--- config.mk ---
export PLATFORM = sky130hd
export DESIGN_NAME = temperature_sense_reporting
export DESIGN_NICKNAME = d
export VERILOG_FILES = /design/src/temp_sense_pkg.sv /design/src/temperature_sense_reporting.sv
export VERILOG_INCLUDE_DIRS = /design/src /design/src/src
export SDC_FILE = /design/constraint.sdc
export NUM_CORES = 1
export LEC_CHECK = 0
export ABC_AREA = 1
export BUFFER_PORTS_ARGS = -buffer_cell sky130_fd_sc_hd__buf_2
export CORE_UTILIZATION = 40
export DETAILED_ROUTE_END_ITERATION = 6
export SETUP_SLACK_MARGIN = 0.4
export SKIP_LAST_GASP = 1
export SLEW_MARGIN = 10
export SYNTH_ARGS = -nofsm -noshare
export SYNTH_HDL_FRONTEND = slang
export SYNTH_SLANG_ARGS = --single-unit
export TNS_END_PERCENT = 5
--- constraint.sdc ---
create_clock -name sys_clk -period 5.6 [get_ports sys_clk]
set_input_delay 0.84 -clock sys_clk [delete_from_list [all_inputs] [get_ports sys_clk]]
set_output_delay 0.84 -clock sys_clk [all_outputs]
set_load 0.01 [all_outputs]
--- src/temp_sense_cfg.svh ---
// Purpose: Constants for the temperature sense reporting block
// Assumes: 100 MHz sys_clk, 12-bit duty codes as 4096ths of full scale
// Notes: Definitions only
`ifndef TEMP_SENSE_CFG_SVH
`define TEMP_SENSE_CFG_SVH
`define ADDR_PRIMARY_STATUS 7'h01
`define ADDR_REMOTE_DUTY 7'h08
`define ADDR_DIE_DUTY 7'h09
`define ADDR_SENSE_CONFIG 7'h53
`define STAT_UPDATE_FAULT_BIT 3
`define CFG_BIAS_OFF_BIT 0
`define CFG_COMP_EN_BIT 1
`define CFG_COMP_SEL_BIT 2
`define CFG_FILT_BYPASS_BIT 3
`define CFG_RESET 8'h00
`define SAMPLE_PERIOD_NS 100000
`define SAMPLE_CYCLES (`SAMPLE_PERIOD_NS / 10)
`define PWM_PERIOD_NS 1000000
`define PWM_CYCLES (`PWM_PERIOD_NS / 10)
`define COMP_FILT_NS 1640000
`define COMP_FILT_CYCLES (`COMP_FILT_NS / 10)
`define STARTUP_VALID_NS 3150000
`define STARTUP_VALID_CYCLES (`STARTUP_VALID_NS / 10)
`define DUTY_MAX 12'hfae
`define DUTY_MIN 12'h066
`define DUTY_FIXED 12'h066
`define DUTY_SHIFT 12
`define UPDATE_MISS_LIMIT 2'h2
`define STARTUP_SETTLE_DIV 4
`define WORD_BITS 24
`define CRC_POLY 8'h07
`endif

--- src/temp_sense_pkg.sv ---
// Purpose: Types for the temperature sense reporting block
// Assumes: Constants come from temp_sense_cfg.svh
// Notes: Types only
package temp_sense_pkg;
    typedef logic [11:0] duty_t;
    typedef enum logic [2:0] {
        SPI_IDLE = 3'b001,
        SPI_SHIFT = 3'b010,
        SPI_DONE = 3'b100
    } spi_state_e;
endpackage

--- src/temperature_sense_reporting.sv ---
// Purpose: Filter, report and watch the remote and die temperature sense codes
// Assumes: Duty codes arrive already digitised each sample; SPI pins are sync to sys_clk
// Notes: Duty reads give the low byte of each 12-bit code; PWM scales to the period
`timescale 1ns/1ps
`default_nettype none
`include "temp_sense_cfg.svh"
module temperature_sense_reporting
    import temp_sense_pkg::*;
#(
    parameter int SAMPLE_CYC = `SAMPLE_CYCLES,
    parameter int PWM_CYC = `PWM_CYCLES,
    parameter int FILT_CYC = `COMP_FILT_CYCLES,
    parameter int STARTUP_CYC = `STARTUP_VALID_CYCLES
) (
    input wire logic sys_clk,
    input wire logic rst,
    input wire logic [11:0] remote_sample,
    input wire logic [11:0] die_sample,
    input wire logic remote_in_range,
    input wire logic sample_link_up,
    input wire logic below_low_thresh,
    input wire logic above_high_thresh,
    input wire logic spi_cs_n,
    input wire logic spi_sclk,
    input wire logic spi_mosi,
    output logic spi_miso,
    output logic temp_pwm_out,
    output logic bias_disable,
    output logic driver_fault_flag_low,
    output logic temp_out_valid
);
    ////////////////////////////////////////////////////////////////////////
    // Sample timing, filter and transfer
    logic [19:0] samp_cnt_reg, samp_cnt_next;
    duty_t remote_filt_reg, remote_filt_next, die_filt_reg, die_filt_next;
    duty_t remote_duty_reg, remote_duty_next, die_duty_reg, die_duty_next;
    logic update_reg, update_next;
    logic [7:0] cfg_reg, cfg_next;
    logic [7:0] status_reg, status_next;
    duty_t remote_clamped;

    // Clamp before filtering so an out-of-range pin cannot drag the average
    always_comb begin
        if (!remote_in_range) begin
            remote_clamped = `DUTY_FIXED;
        end else if (remote_sample > `DUTY_MAX) begin
            remote_clamped = `DUTY_MAX;
        end else if (remote_sample < `DUTY_MIN) begin
            remote_clamped = `DUTY_MIN;
        end else begin
            remote_clamped = remote_sample;
        end
    end

    // Sample tick every 100 us; filtered result lands in the duty registers
    always_comb begin
        samp_cnt_next = samp_cnt_reg + 20'h00001;
        remote_filt_next = remote_filt_reg;
        die_filt_next = die_filt_reg;
        remote_duty_next = remote_duty_reg;
        die_duty_next = die_duty_reg;
        update_next = 1'b0;
        if (samp_cnt_reg == 20'(SAMPLE_CYC - 1)) begin
            samp_cnt_next = 20'h00000;
            // Previous result moves at the edge starting the next cycle
            remote_filt_next = 12'((13'(remote_filt_reg) + 13'(remote_clamped)) >> 1);
            die_filt_next = 12'((13'(die_filt_reg) + 13'(die_sample)) >> 1);
            if (sample_link_up) begin
                remote_duty_next = remote_filt_reg;
                die_duty_next = die_filt_reg;
                update_next = 1'b1;
            end
        end
    end

    always_ff @(posedge sys_clk) begin
        if (rst) begin
            samp_cnt_reg <= 20'h00000;
            remote_filt_reg <= 12'h000;
            die_filt_reg <= 12'h000;
            remote_duty_reg <= 12'h000;
            die_duty_reg <= 12'h000;
            update_reg <= 1'b0;
        end else begin
            samp_cnt_reg <= samp_cnt_next;
            remote_filt_reg <= remote_filt_next;
            die_filt_reg <= die_filt_next;
            remote_duty_reg <= remote_duty_next;
            die_duty_reg <= die_duty_next;
            update_reg <= update_next;
        end
    end

    ////////////////////////////////////////////////////////////////////////
    // PWM output, startup validity and update watchdog
    logic [16:0] pwm_cnt_reg, pwm_cnt_next;
    logic pwm_reg, pwm_next;
    logic [1:0] miss_reg, miss_next;
    logic [21:0] start_cnt_reg, start_cnt_next;
    logic valid_reg, valid_next;
    logic fault_set;
    logic [16:0] pwm_high_reg, pwm_high_next;
    logic [31:0] pwm_prod;

    // Duty code as a fraction of full scale, applied to whatever period is set
    assign pwm_prod = 32'(remote_duty_reg) * 32'(PWM_CYC);

    always_comb begin
        pwm_cnt_next = (pwm_cnt_reg == 17'(PWM_CYC - 1)) ? 17'h00000 : pwm_cnt_reg + 17'h00001;
        miss_next = miss_reg;
        fault_set = 1'b0;
        if (update_reg) begin
            miss_next = 2'h0;
        end else if (pwm_cnt_reg == 17'h00000 && miss_reg != `UPDATE_MISS_LIMIT) begin
            miss_next = miss_reg + 2'h1;
        end
        if (miss_reg == `UPDATE_MISS_LIMIT) begin
            fault_set = 1'b1;
        end
        // High time is taken only at period start, so a duty step or a resume never
        // cuts a period short; stale data zeroes it at once
        pwm_high_next = pwm_high_reg;
        if (miss_reg == `UPDATE_MISS_LIMIT) begin
            pwm_high_next = 17'h00000;
        end else if (pwm_cnt_reg == 17'(PWM_CYC - 1)) begin
            pwm_high_next = valid_reg ? 17'(pwm_prod >> `DUTY_SHIFT) : 17'h00000;
        end
        // Output idles low while data is stale, resumes at a period start
        pwm_next = (miss_reg != `UPDATE_MISS_LIMIT) && (pwm_cnt_reg < pwm_high_reg);
        start_cnt_next = start_cnt_reg;
        valid_next = valid_reg;
        if (!valid_reg && update_reg) begin
            start_cnt_next = start_cnt_reg + 22'h000001;
            // Wait a few samples so the filter has settled
            if (start_cnt_reg == 22'(STARTUP_CYC / SAMPLE_CYC / `STARTUP_SETTLE_DIV)) begin
                valid_next = 1'b1;
            end
        end
    end

    always_ff @(posedge sys_clk) begin
        if (rst) begin
            pwm_cnt_reg <= 17'h00000;
            pwm_reg <= 1'b0;
            pwm_high_reg <= 17'h00000;
            miss_reg <= 2'h0;
            start_cnt_reg <= 22'h000000;
            valid_reg <= 1'b0;
        end else begin
            pwm_cnt_reg <= pwm_cnt_next;
            pwm_reg <= pwm_next;
            pwm_high_reg <= pwm_high_next;
            miss_reg <= miss_next;
            start_cnt_reg <= start_cnt_next;
            valid_reg <= valid_next;
        end
    end

    ////////////////////////////////////////////////////////////////////////
    // Comparator with optional filter
    logic [17:0] filt_cnt_reg, filt_cnt_next;
    logic trip_reg, trip_next;
    logic raw_trip;

    always_comb begin
        // Only one threshold is ever active, chosen by the select bit
        raw_trip = cfg_reg[`CFG_COMP_EN_BIT] &&
            (cfg_reg[`CFG_COMP_SEL_BIT] ? above_high_thresh : below_low_thresh);
        filt_cnt_next = 18'h00000;
        trip_next = trip_reg;
        if (cfg_reg[`CFG_FILT_BYPASS_BIT]) begin
            trip_next = raw_trip;
        end else if (raw_trip != trip_reg) begin
            filt_cnt_next = filt_cnt_reg + 18'h00001;
            if (filt_cnt_reg == 18'(FILT_CYC - 1)) begin
                trip_next = raw_trip;
                filt_cnt_next = 18'h00000;
            end
        end
    end

    always_ff @(posedge sys_clk) begin
        if (rst) begin
            filt_cnt_reg <= 18'h00000;
            trip_reg <= 1'b0;
        end else begin
            filt_cnt_reg <= filt_cnt_next;
            trip_reg <= trip_next;
        end
    end

    ////////////////////////////////////////////////////////////////////////
    // SPI slave, 24-bit words, commands act on chip select release
    spi_state_e spi_state_reg, spi_state_next;
    logic [23:0] rx_reg, rx_next, tx_reg, tx_next;
    logic [5:0] bit_cnt_reg, bit_cnt_next;
    logic sclk_d_reg, miso_reg, miso_next;
    logic drv_fault_reg;
    logic [7:0] rd_data, crc_calc;
    logic [15:0] rd_word;

    function automatic logic [7:0] crc8(input logic [15:0] d);
        logic [7:0] c;
        c = 8'h00;
        for (int i = 15; i >= 0; i--) begin
            c = (c[7] ^ d[i]) ? ((c << 1) ^ `CRC_POLY) : (c << 1);
        end
        return c;
    endfunction

    // Read mux; duty registers expose the low byte only in an 8-bit field
    always_comb begin
        unique case (rx_reg[22:16])
            `ADDR_PRIMARY_STATUS: rd_data = status_reg;
            `ADDR_REMOTE_DUTY: rd_data = remote_duty_reg[7:0];
            `ADDR_DIE_DUTY: rd_data = die_duty_reg[7:0];
            `ADDR_SENSE_CONFIG: rd_data = cfg_reg;
            default: rd_data = 8'h00;
        endcase
        rd_word = {rx_reg[23], rx_reg[22:16], rd_data};
        crc_calc = crc8(rx_reg[23:8]);
    end

    always_comb begin
        spi_state_next = spi_state_reg;
        rx_next = rx_reg;
        tx_next = tx_reg;
        bit_cnt_next = bit_cnt_reg;
        miso_next = miso_reg;
        cfg_next = cfg_reg;
        status_next = status_reg;
        unique case (spi_state_reg)
            SPI_IDLE: begin
                if (!spi_cs_n) begin
                    spi_state_next = SPI_SHIFT;
                    bit_cnt_next = 6'h00;
                    miso_next = tx_reg[23];
                end
            end
            SPI_SHIFT: begin
                if (spi_cs_n) begin
                    spi_state_next = SPI_DONE;
                end else if (spi_sclk && !sclk_d_reg) begin
                    rx_next = {rx_reg[22:0], spi_mosi};
                    bit_cnt_next = bit_cnt_reg + 6'h01;
                end else if (!spi_sclk && sclk_d_reg) begin
                    tx_next = {tx_reg[22:0], 1'b0};
                    miso_next = tx_reg[22];
                end
            end
            SPI_DONE: begin
                spi_state_next = SPI_IDLE;
                // Bad length or CRC aborts; the reply then reads as zero
                if (bit_cnt_reg == 6'(`WORD_BITS) && crc_calc == rx_reg[7:0]) begin
                    tx_next = {rd_word, crc8(rd_word)};
                    if (!rx_reg[23] && rx_reg[22:16] == `ADDR_SENSE_CONFIG) begin
                        cfg_next = rx_reg[15:8];
                    end
                    if (!rx_reg[23] && rx_reg[22:16] == `ADDR_PRIMARY_STATUS &&
                        rx_reg[8 + `STAT_UPDATE_FAULT_BIT]) begin
                        status_next[`STAT_UPDATE_FAULT_BIT] = 1'b0;
                    end
                end else begin
                    tx_next = 24'h000000;
                end
            end
            default: spi_state_next = SPI_IDLE;
        endcase
        // Hardware set beats a same-cycle clear
        if (fault_set) begin
            status_next[`STAT_UPDATE_FAULT_BIT] = 1'b1;
        end
    end

    always_ff @(posedge sys_clk) begin
        if (rst) begin
            spi_state_reg <= SPI_IDLE;
            rx_reg <= 24'h000000;
            tx_reg <= 24'h000000;
            bit_cnt_reg <= 6'h00;
            sclk_d_reg <= 1'b0;
            miso_reg <= 1'b0;
            cfg_reg <= `CFG_RESET;
            status_reg <= 8'h00;
            drv_fault_reg <= 1'b1;
        end else begin
            spi_state_reg <= spi_state_next;
            rx_reg <= rx_next;
            tx_reg <= tx_next;
            bit_cnt_reg <= bit_cnt_next;
            sclk_d_reg <= spi_sclk;
            miso_reg <= miso_next;
            cfg_reg <= cfg_next;
            status_reg <= status_next;
            drv_fault_reg <= !trip_reg;
        end
    end

    // All outputs straight from flip-flops
    assign spi_miso = miso_reg;
    assign temp_pwm_out = pwm_reg;
    assign bias_disable = cfg_reg[`CFG_BIAS_OFF_BIT];
    assign driver_fault_flag_low = drv_fault_reg;
    assign temp_out_valid = valid_reg;
endmodule
`default_nettype wire

==> results.ini, run 1 <==
[logic_synthesis]
async_reset_ff_share_pct = 0
synth_edf_count = 0
synth_top_area_share_pct = 31.2
synth_seq_cells = 213
ys_top_cells_by_count = 405 x nand2_1, 288 x inv_1, 213 x dfxtp_1
synth_area_um2 = 13700
synth_cell_types = 50
ys_warn_count = 0
yosysMostFrequentCell = nand2_1
synthTopCellsByArea = dfxtp_1 31%, ha_1 12%, nand2_1 11%
avgSynthCellArea_um2 = 7.10
synth-main-ff-cell = dfxtp_1
yosys.area.top_type = dfxtp_1
synthCells = 1927
syn-num-nets = 2121
ys_seq_area_share_pct = 31.2

[route]
via_count = 12132
finalWirelength_um = 32000
drcViolationCount = 0
dr.pass1.iters = 5
wl_per_cell_um = 13.2
drt_iter0_drc = 508
viasPerCell = 5.01
antenna_left = 0

[worst_setup_path]
startpoint_type = flip-flop
r2r_cells = 17
crit_path_end_kind = flip-flop
reg2reg_slack_ps = 1260
worstPathArrival_ps = 4780
cp_data_required_time_ps = 6040
worst-setup-path-type = reg2reg
timing.rr.start = remote_duty_reg[10]$_SDFFE_PP0P_
worst-path-max-fanout = 6
timing.rr.end = pwm_high_reg[15]$_SDFFE_PP0P_

[global_route]
globalRouteTotalUtil_pct = 18.6
grt_first_pass_wirelength_um = 54800
grt_pass1_vias = 11475
grt-ovfl-total = 0
antenna_found_initial = 0
grt_max_degree = 78

[timing]
slew_headroom_pct = 30.9
finalCritPeriodShare_pct = 77.5
hold_violations = 0
finalSetupViolCount = 0
fmax_mhz = 231
rsz0062_at_grt = no
skew_ps = 10.3
tns_ps = 0
drv_slew = 0
fin_crit_ps = 4340
worst_slew_pin_slew_ps = 1030

[place]
place_area_um2 = 14300
gp_congestion = 0.866
port-buffer-count = 37
dp_hpwl_um = 24600

[clock_tree]
path_clk_slew_ps = 60
ctsResizeCount = 0
cts_buffers = 25
worstSkewPairLatency_ps = 530
cts-root-buf = clkbuf_16
cts_tree = done
cts_sinks = 213
clk_path_buf_depth = 3
h-tree-depth = 1
holdBufCountCts = 0
post_cts_buffers = 0

[run_status]
status = completed

[layout]
drive_above_1_share_pct = 6.73
num_antenna_cells = 0
area_delta_synth_final_pct = 10.8
finalInstanceArea_um2 = 15200
final_nets = 2151

[job]
cap_viol_max_count = 0

[worst_hold_path]
hold_path_startpoint = trip_reg$_SDFFE_PP0P_
hold_depth = 1
hp-class = reg2reg
min_to = driver_fault_flag_low$_SDFF_PP1_

[floorplanning]
die_w_um = 187
row_count = 67
die_y_um = 187
dieArea_um2 = 35000
io-pin-count = 38
core_area_um2 = 33600
start_util_pct = 40.7

[pwr]
power_leakage_nw = 6.85
ir_drop_uv = 182
powerDensity_nw_per_um2 = 224

-- power by group --
group	internal [mW]	total [mW]	switching [mW]
Combinational	0.0587	0.178	0.119
Sequential	1.53	1.54	0.00899
Clock	1.02	1.68	0.653
-- layer usage --
layer / track usage [%] / share of wire (%) / wire length [µm]
met2: 30.7 / 44 / 14100
met3: 2.29 / 3.7 / 1180
met5: 0 / 0 / 0
met4: 4.54 / 1.9 / 614
met1: 25.6 / 50 / 16100
-- worst max path at each step --
| stage | startpoint | endpoint | slack (ps) | depth (start not counted) |
|---|---|---|---|---|
| finish | remote_duty_reg[10]$_SDFFE_PP0P_ | pwm_high_reg[15]$_SDFFE_PP0P_ | 1260 | 17 |
| global route | remote_duty_reg[5]$_SDFFE_PP0P_ | pwm_high_reg[12]$_SDFFE_PP0P_ | 860 | 23 |
| CTS | remote_duty_reg[10]$_SDFFE_PP0P_ | pwm_high_reg[15]$_SDFFE_PP0P_ | 1240 | 17 |
| detailed placement | remote_duty_reg[10]$_SDFFE_PP0P_ | pwm_high_reg[15]$_SDFFE_PP0P_ | 1260 | 17 |
| global placement | remote_duty_reg[10]$_SDFFE_PP0P_ | pwm_high_reg[15]$_SDFFE_PP0P_ | 1320 | 17 |
| floorplan | remote_duty_reg[10]$_SDFFE_PP0P_ | pwm_high_reg[15]$_SDFFE_PP0P_ | 1590 | 17 |
-- layout by cell type (no fill, tap or decap), drive strengths merged, types with 16 or more instances in the layout --
cell type / Yosys / routed
buf: 8 / 45
a211oi: 23 / 23
nand3: 96 / 96
or2: 16 / 16
ha: 134 / 134
xor2: 30 / 30
nor3: 50 / 50
clkbuf: 34 / 34
fa: 27 / 27
nor2: 155 / 155
nand4: 28 / 28
o21ai: 109 / 109
nor4: 21 / 21
inv: 296 / 298
a21oi: 181 / 181
dfxtp: 213 / 213
nand2: 415 / 415
-- cells by family after synthesis --
family / count (synthesis) / synth area share [%]
AND/OR/NAND/NOR: 798 / 25.4
AO/OA/AOI/OAI: 375 / 15.2
buffers and inverters: 341 / 9.53
flip-flops: 213 / 31.2
adder cells (fa/ha/maj): 161 / 16.2
XOR/XNOR: 39 / 2.50
-- critical path: stages, from the launching register on --
cell and delay, ps:
dfxtp_1 470, ha_1 290, ha_1 340, fa_1 550, inv_1 50, fa_1 480
fa_1 540, inv_1 40, ha_1 190, a21oi_1 220, inv_1 80, a21oi_1 220
inv_1 70, a221oi_1 310, nand3_1 110, nand2_1 80, nand3_1 60, a21oi_1 150
-- through the flow --
step	setup WS (ps)	hold slack (ps)	total power, mW	utilization (%)	cells
3_3_place_gp	1320	409	1.74	42.6	2378
4_1_cts	1240	423	3.44	45.1	2423
5_1_grt	864	453	3.52	45.1	2423
2_1_floorplan	1590	388	1.69	-	1927
3_5_place_dp	1260	404	1.75	42.6	2378
6_report	1260	420	3.39	45.1	2423
-- layout make-up --
| type | count | area (µm²) |
|---|---|---|
| Fill cell | 3431 | 18400 |
| Multi-Input combinational cell | 1373 | 8130 |
| Sequential cell | 213 | 4260 |
| Inverter | 299 | 1120 |
| Clock buffer | 34 | 709 |
| Tap cell | 448 | 561 |
| Timing Repair Buffer | 45 | 245 |
| Clock inverter | 11 | 139 |
No activity file was read; power rests on OpenSTA's default activity.
==> run 2, diff against run 1 <==
--- a/config.mk
+++ b/config.mk
@@ -6,7 +6,7 @@
 export SDC_FILE = /design/constraint.sdc
 export NUM_CORES = 1
 export LEC_CHECK = 0
-export ABC_AREA = 1
+export ABC_AREA = 0
 export BUFFER_PORTS_ARGS = -buffer_cell sky130_fd_sc_hd__buf_2
 export CORE_UTILIZATION = 40
 export DETAILED_ROUTE_END_ITERATION = 6
==> constraint.sdc (replaced) <==
create_clock -name sys_clk -period 3.7 [get_ports sys_clk]
set_input_delay 0.555 -clock sys_clk [delete_from_list [all_inputs] [get_ports sys_clk]]
set_output_delay 0.555 -clock sys_clk [all_outputs]
set_load 0.01 [all_outputs]
==> run 2 against run 1 <==
Compared with the run above: the flow now finishes with violations (negative setup slack); sequential power up 51%; synthesized cell count is 20% lower; worst setup slack got worse by 1600 ps; synthesized area shrank 2.9%; core utilization increased by 2.3 points; largest power group unchanged; clock power up 51%; critical path type unchanged.
==> results.ini, run 2 <==
[place]
gp_congestion = 0.821
port-buffer-count = 37
dp_cells = 2031
place_area_um2 = 14600
dp_slack_ps = -453
dp_hpwl_um = 20700

[global_route]
grt-ovfl-total = 0
grt_max_degree = 134
grt_first_pass_wirelength_um = 48500
antenna_found_initial = 2
globalRouteTotalUtil_pct = 17.1
grt_pass1_vias = 10063

[floorplanning]
core_area_um2 = 32600
die_w_um = 184
die_y_um = 184
dieArea_um2 = 33900
io-pin-count = 38
start_util_pct = 40.7
row_count = 66

[logic_synthesis]
synth_edf_count = 0
yosysMostFrequentCell = dfxtp_1
synth-main-ff-cell = dfxtp_1
synthTopCellsByArea = dfxtp_1 32%, ha_1 13%, nand2_1 5.3%
avgSynthCellArea_um2 = 8.66
synth_area_um2 = 13300
ys_seq_area_share_pct = 32.1
synth_cell_types = 71
syn-num-nets = 1728
ys_top_cells_by_count = 213 x dfxtp_1, 187 x nand2_1, 173 x nor2_1
synth_top_area_share_pct = 32.1
async_reset_ff_share_pct = 0
ys_warn_count = 0
synth_seq_cells = 213
synthCells = 1534
yosys.area.top_type = dfxtp_1

[layout]
num_antenna_cells = 0
finalInstanceArea_um2 = 15500
final_nets = 1813
n_fill_cell = 3153
multi_input_area_um2 = 8570
area_delta_synth_final_pct = 16.5
final_common_cell = dfxtp_1
final_cells = 2080
final_cell_mix = 204 x dfxtp_1, 187 x nand2_1, 172 x nor2_1, 116 x ha_1, 108 x inv_1
drive_above_1_share_pct = 15.2
seq_area_um2 = 4290

[timing]
finalCritPeriodShare_pct = 109
tns_ps = -3000
slew_headroom_pct = 46.7
finalSetupViolCount = 13
hold_violations = 0
fmax_mhz = 247
rsz0062_at_grt = yes
skew_ps = 9.86
drv_slew = 0
fin_crit_ps = 4050
whs_ps = 247
worst_slew_pin_slew_ps = 798
setup_slack_ps = -348

[clock_tree]
clk_path_buf_depth = 3
cts-root-buf = clkbuf_16
cts_buffers = 25
h-tree-depth = 1
path_clk_slew_ps = 60
worstSkewPairLatency_ps = 540
cts_sinks = 213
cts_tree = done

[route]
finalWirelength_um = 28200
via_count = 10403
drcViolationCount = 0
viasPerCell = 5.00
wl_per_cell_um = 13.6
wl_met1_um = 14300
wl_met2_um = 12600
dr.pass1.iters = 7
topRoutingLayerUsed = met4
met3_wirelength_um = 835
drt_iter0_drc = 490
antenna_left = 0

[pwr]
switching_power_mw = 1.15
p_comb_share_pct = 4.0
p_seq_share_pct = 46.0
ir_drop_uv = 281
clockPowerShare_pct = 50.0
p_int_mw = 3.90
switching_share_pct = 22.8
powerDensity_nw_per_um2 = 326
power_leakage_nw = 6.58

[run_status]
status = finished, violations left
violations = negative setup slack

[worst_setup_path]
startpoint_type = flip-flop
crit_path_cell_trace = ha_1 > ha_2 > fa_1 > fa_1 > inv_1 > fa_1 > inv_1 > ha_2 > nor2_1 > o21ai_1 > o221ai_2 > a31oi_2 > a211o_1 > o31ai_2 > xnor2_1 > o21ai_1
crit_path_frequent_cell = fa_1
reg2reg_slack_ps = -350
cp_data_required_time_ps = 4130
worst-path-max-fanout = 5
crit_path_end_kind = flip-flop
slowest_stage = fa_1
worst-setup-path-type = reg2reg
worstPathArrival_ps = 4480
crit_family = adder cells
slowest_delay_ps = 530
cp.buffers_inverters = 2

[job]
cap_viol_max_count = 0

[worst_hold_path]
hp-class = in2reg

run 2: cell types whose count changed in the layout (fill, tap and decap cells not counted), moves of 19 or more:
cell	change
nor2_1	+19
xor2_1	+49
inv_1	-180
buf_4	+72
a221oi_2	+19
and3_1	+20
a21oi_1	-97
nor3_1	-28
xnor2_1	+66
nand3_1	-44
o21ai_0	-73
nand2_1	-218
run 2: power by group through the flow:
stage	registers, mW	logic [mW]	clock network [mW]
2_1_floorplan	2.37	0.132	0
3_3_place_gp	2.37	0.200	0
3_5_place_dp	2.37	0.203	0
4_1_cts	2.32	0.204	2.60
5_1_grt	2.33	0.228	2.69
6_report	2.32	0.201	2.53
run 2: worst paths after layout:
| check | startpoint | end | cells past startpoint |
|---|---|---|---|
| max reg2reg | remote_duty_reg[6]$_SDFFE_PP0P_ | pwm_high_reg[16]$_SDFFE_PP0P_ | 16 |
| min | spi_mosi | rx_reg[0]$_SDFFE_PP0P_ | 3 |
| min reg2reg | trip_reg$_SDFFE_PP0P_ | driver_fault_flag_low$_SDFF_PP1_ | 1 |
| max | remote_duty_reg[6]$_SDFFE_PP0P_ | pwm_high_reg[16]$_SDFFE_PP0P_ | 16 |
run 2: what timing repair did:
item,in CTS,in global routing
endpoints found under the setup margin,16,22
buffers inserted,3,0
hold buffers,0,0
pin swaps,8,0
gates resized for setup,1,1
run 2: worst min-delay path: cells and delay by family:
kind,cells,cell delay (ps)
buf+inv,1,100
compound gates,1,50
simple gates,1,40
run 2: logic make-up after synthesis:
| group | after synthesis | share of synthesized area, % |
|---|---|---|
| compound gates | 234 | 12.3 |
| fa+ha+maj | 161 | 16.7 |
| xor+xnor | 162 | 11.3 |
| buf+inv | 170 | 5.31 |
| mux | 19 | 1.44 |
| simple gates | 575 | 20.8 |
| flops | 213 | 32.1 |
run 2: final cells by class:
class                   instances  area share [%]
clock buffers                  36            4.70
clock inverters                10           0.776
inverters                     111            2.69
multi-input cells            1151            55.4
flip-flops and latches        213            27.7
well taps                     442            3.57
repair buffers                117            5.17
run 2: layer usage:
layer	vias to the layer above	GRT usage, %
met2	107	28.4
met3	29	2.13
met1	4835	23.6
li1	5432	-
met5	-	0
met4	0	3.73
run 2: through the flow:
stage | power (mW) | util [%]
after floorplan | 2.50 | -
after global placement | 2.57 | 44.8
after detailed placement | 2.58 | 44.8
after CTS | 5.12 | 47.4
after global routing | 5.24 | 47.5
final | 5.05 | 47.5
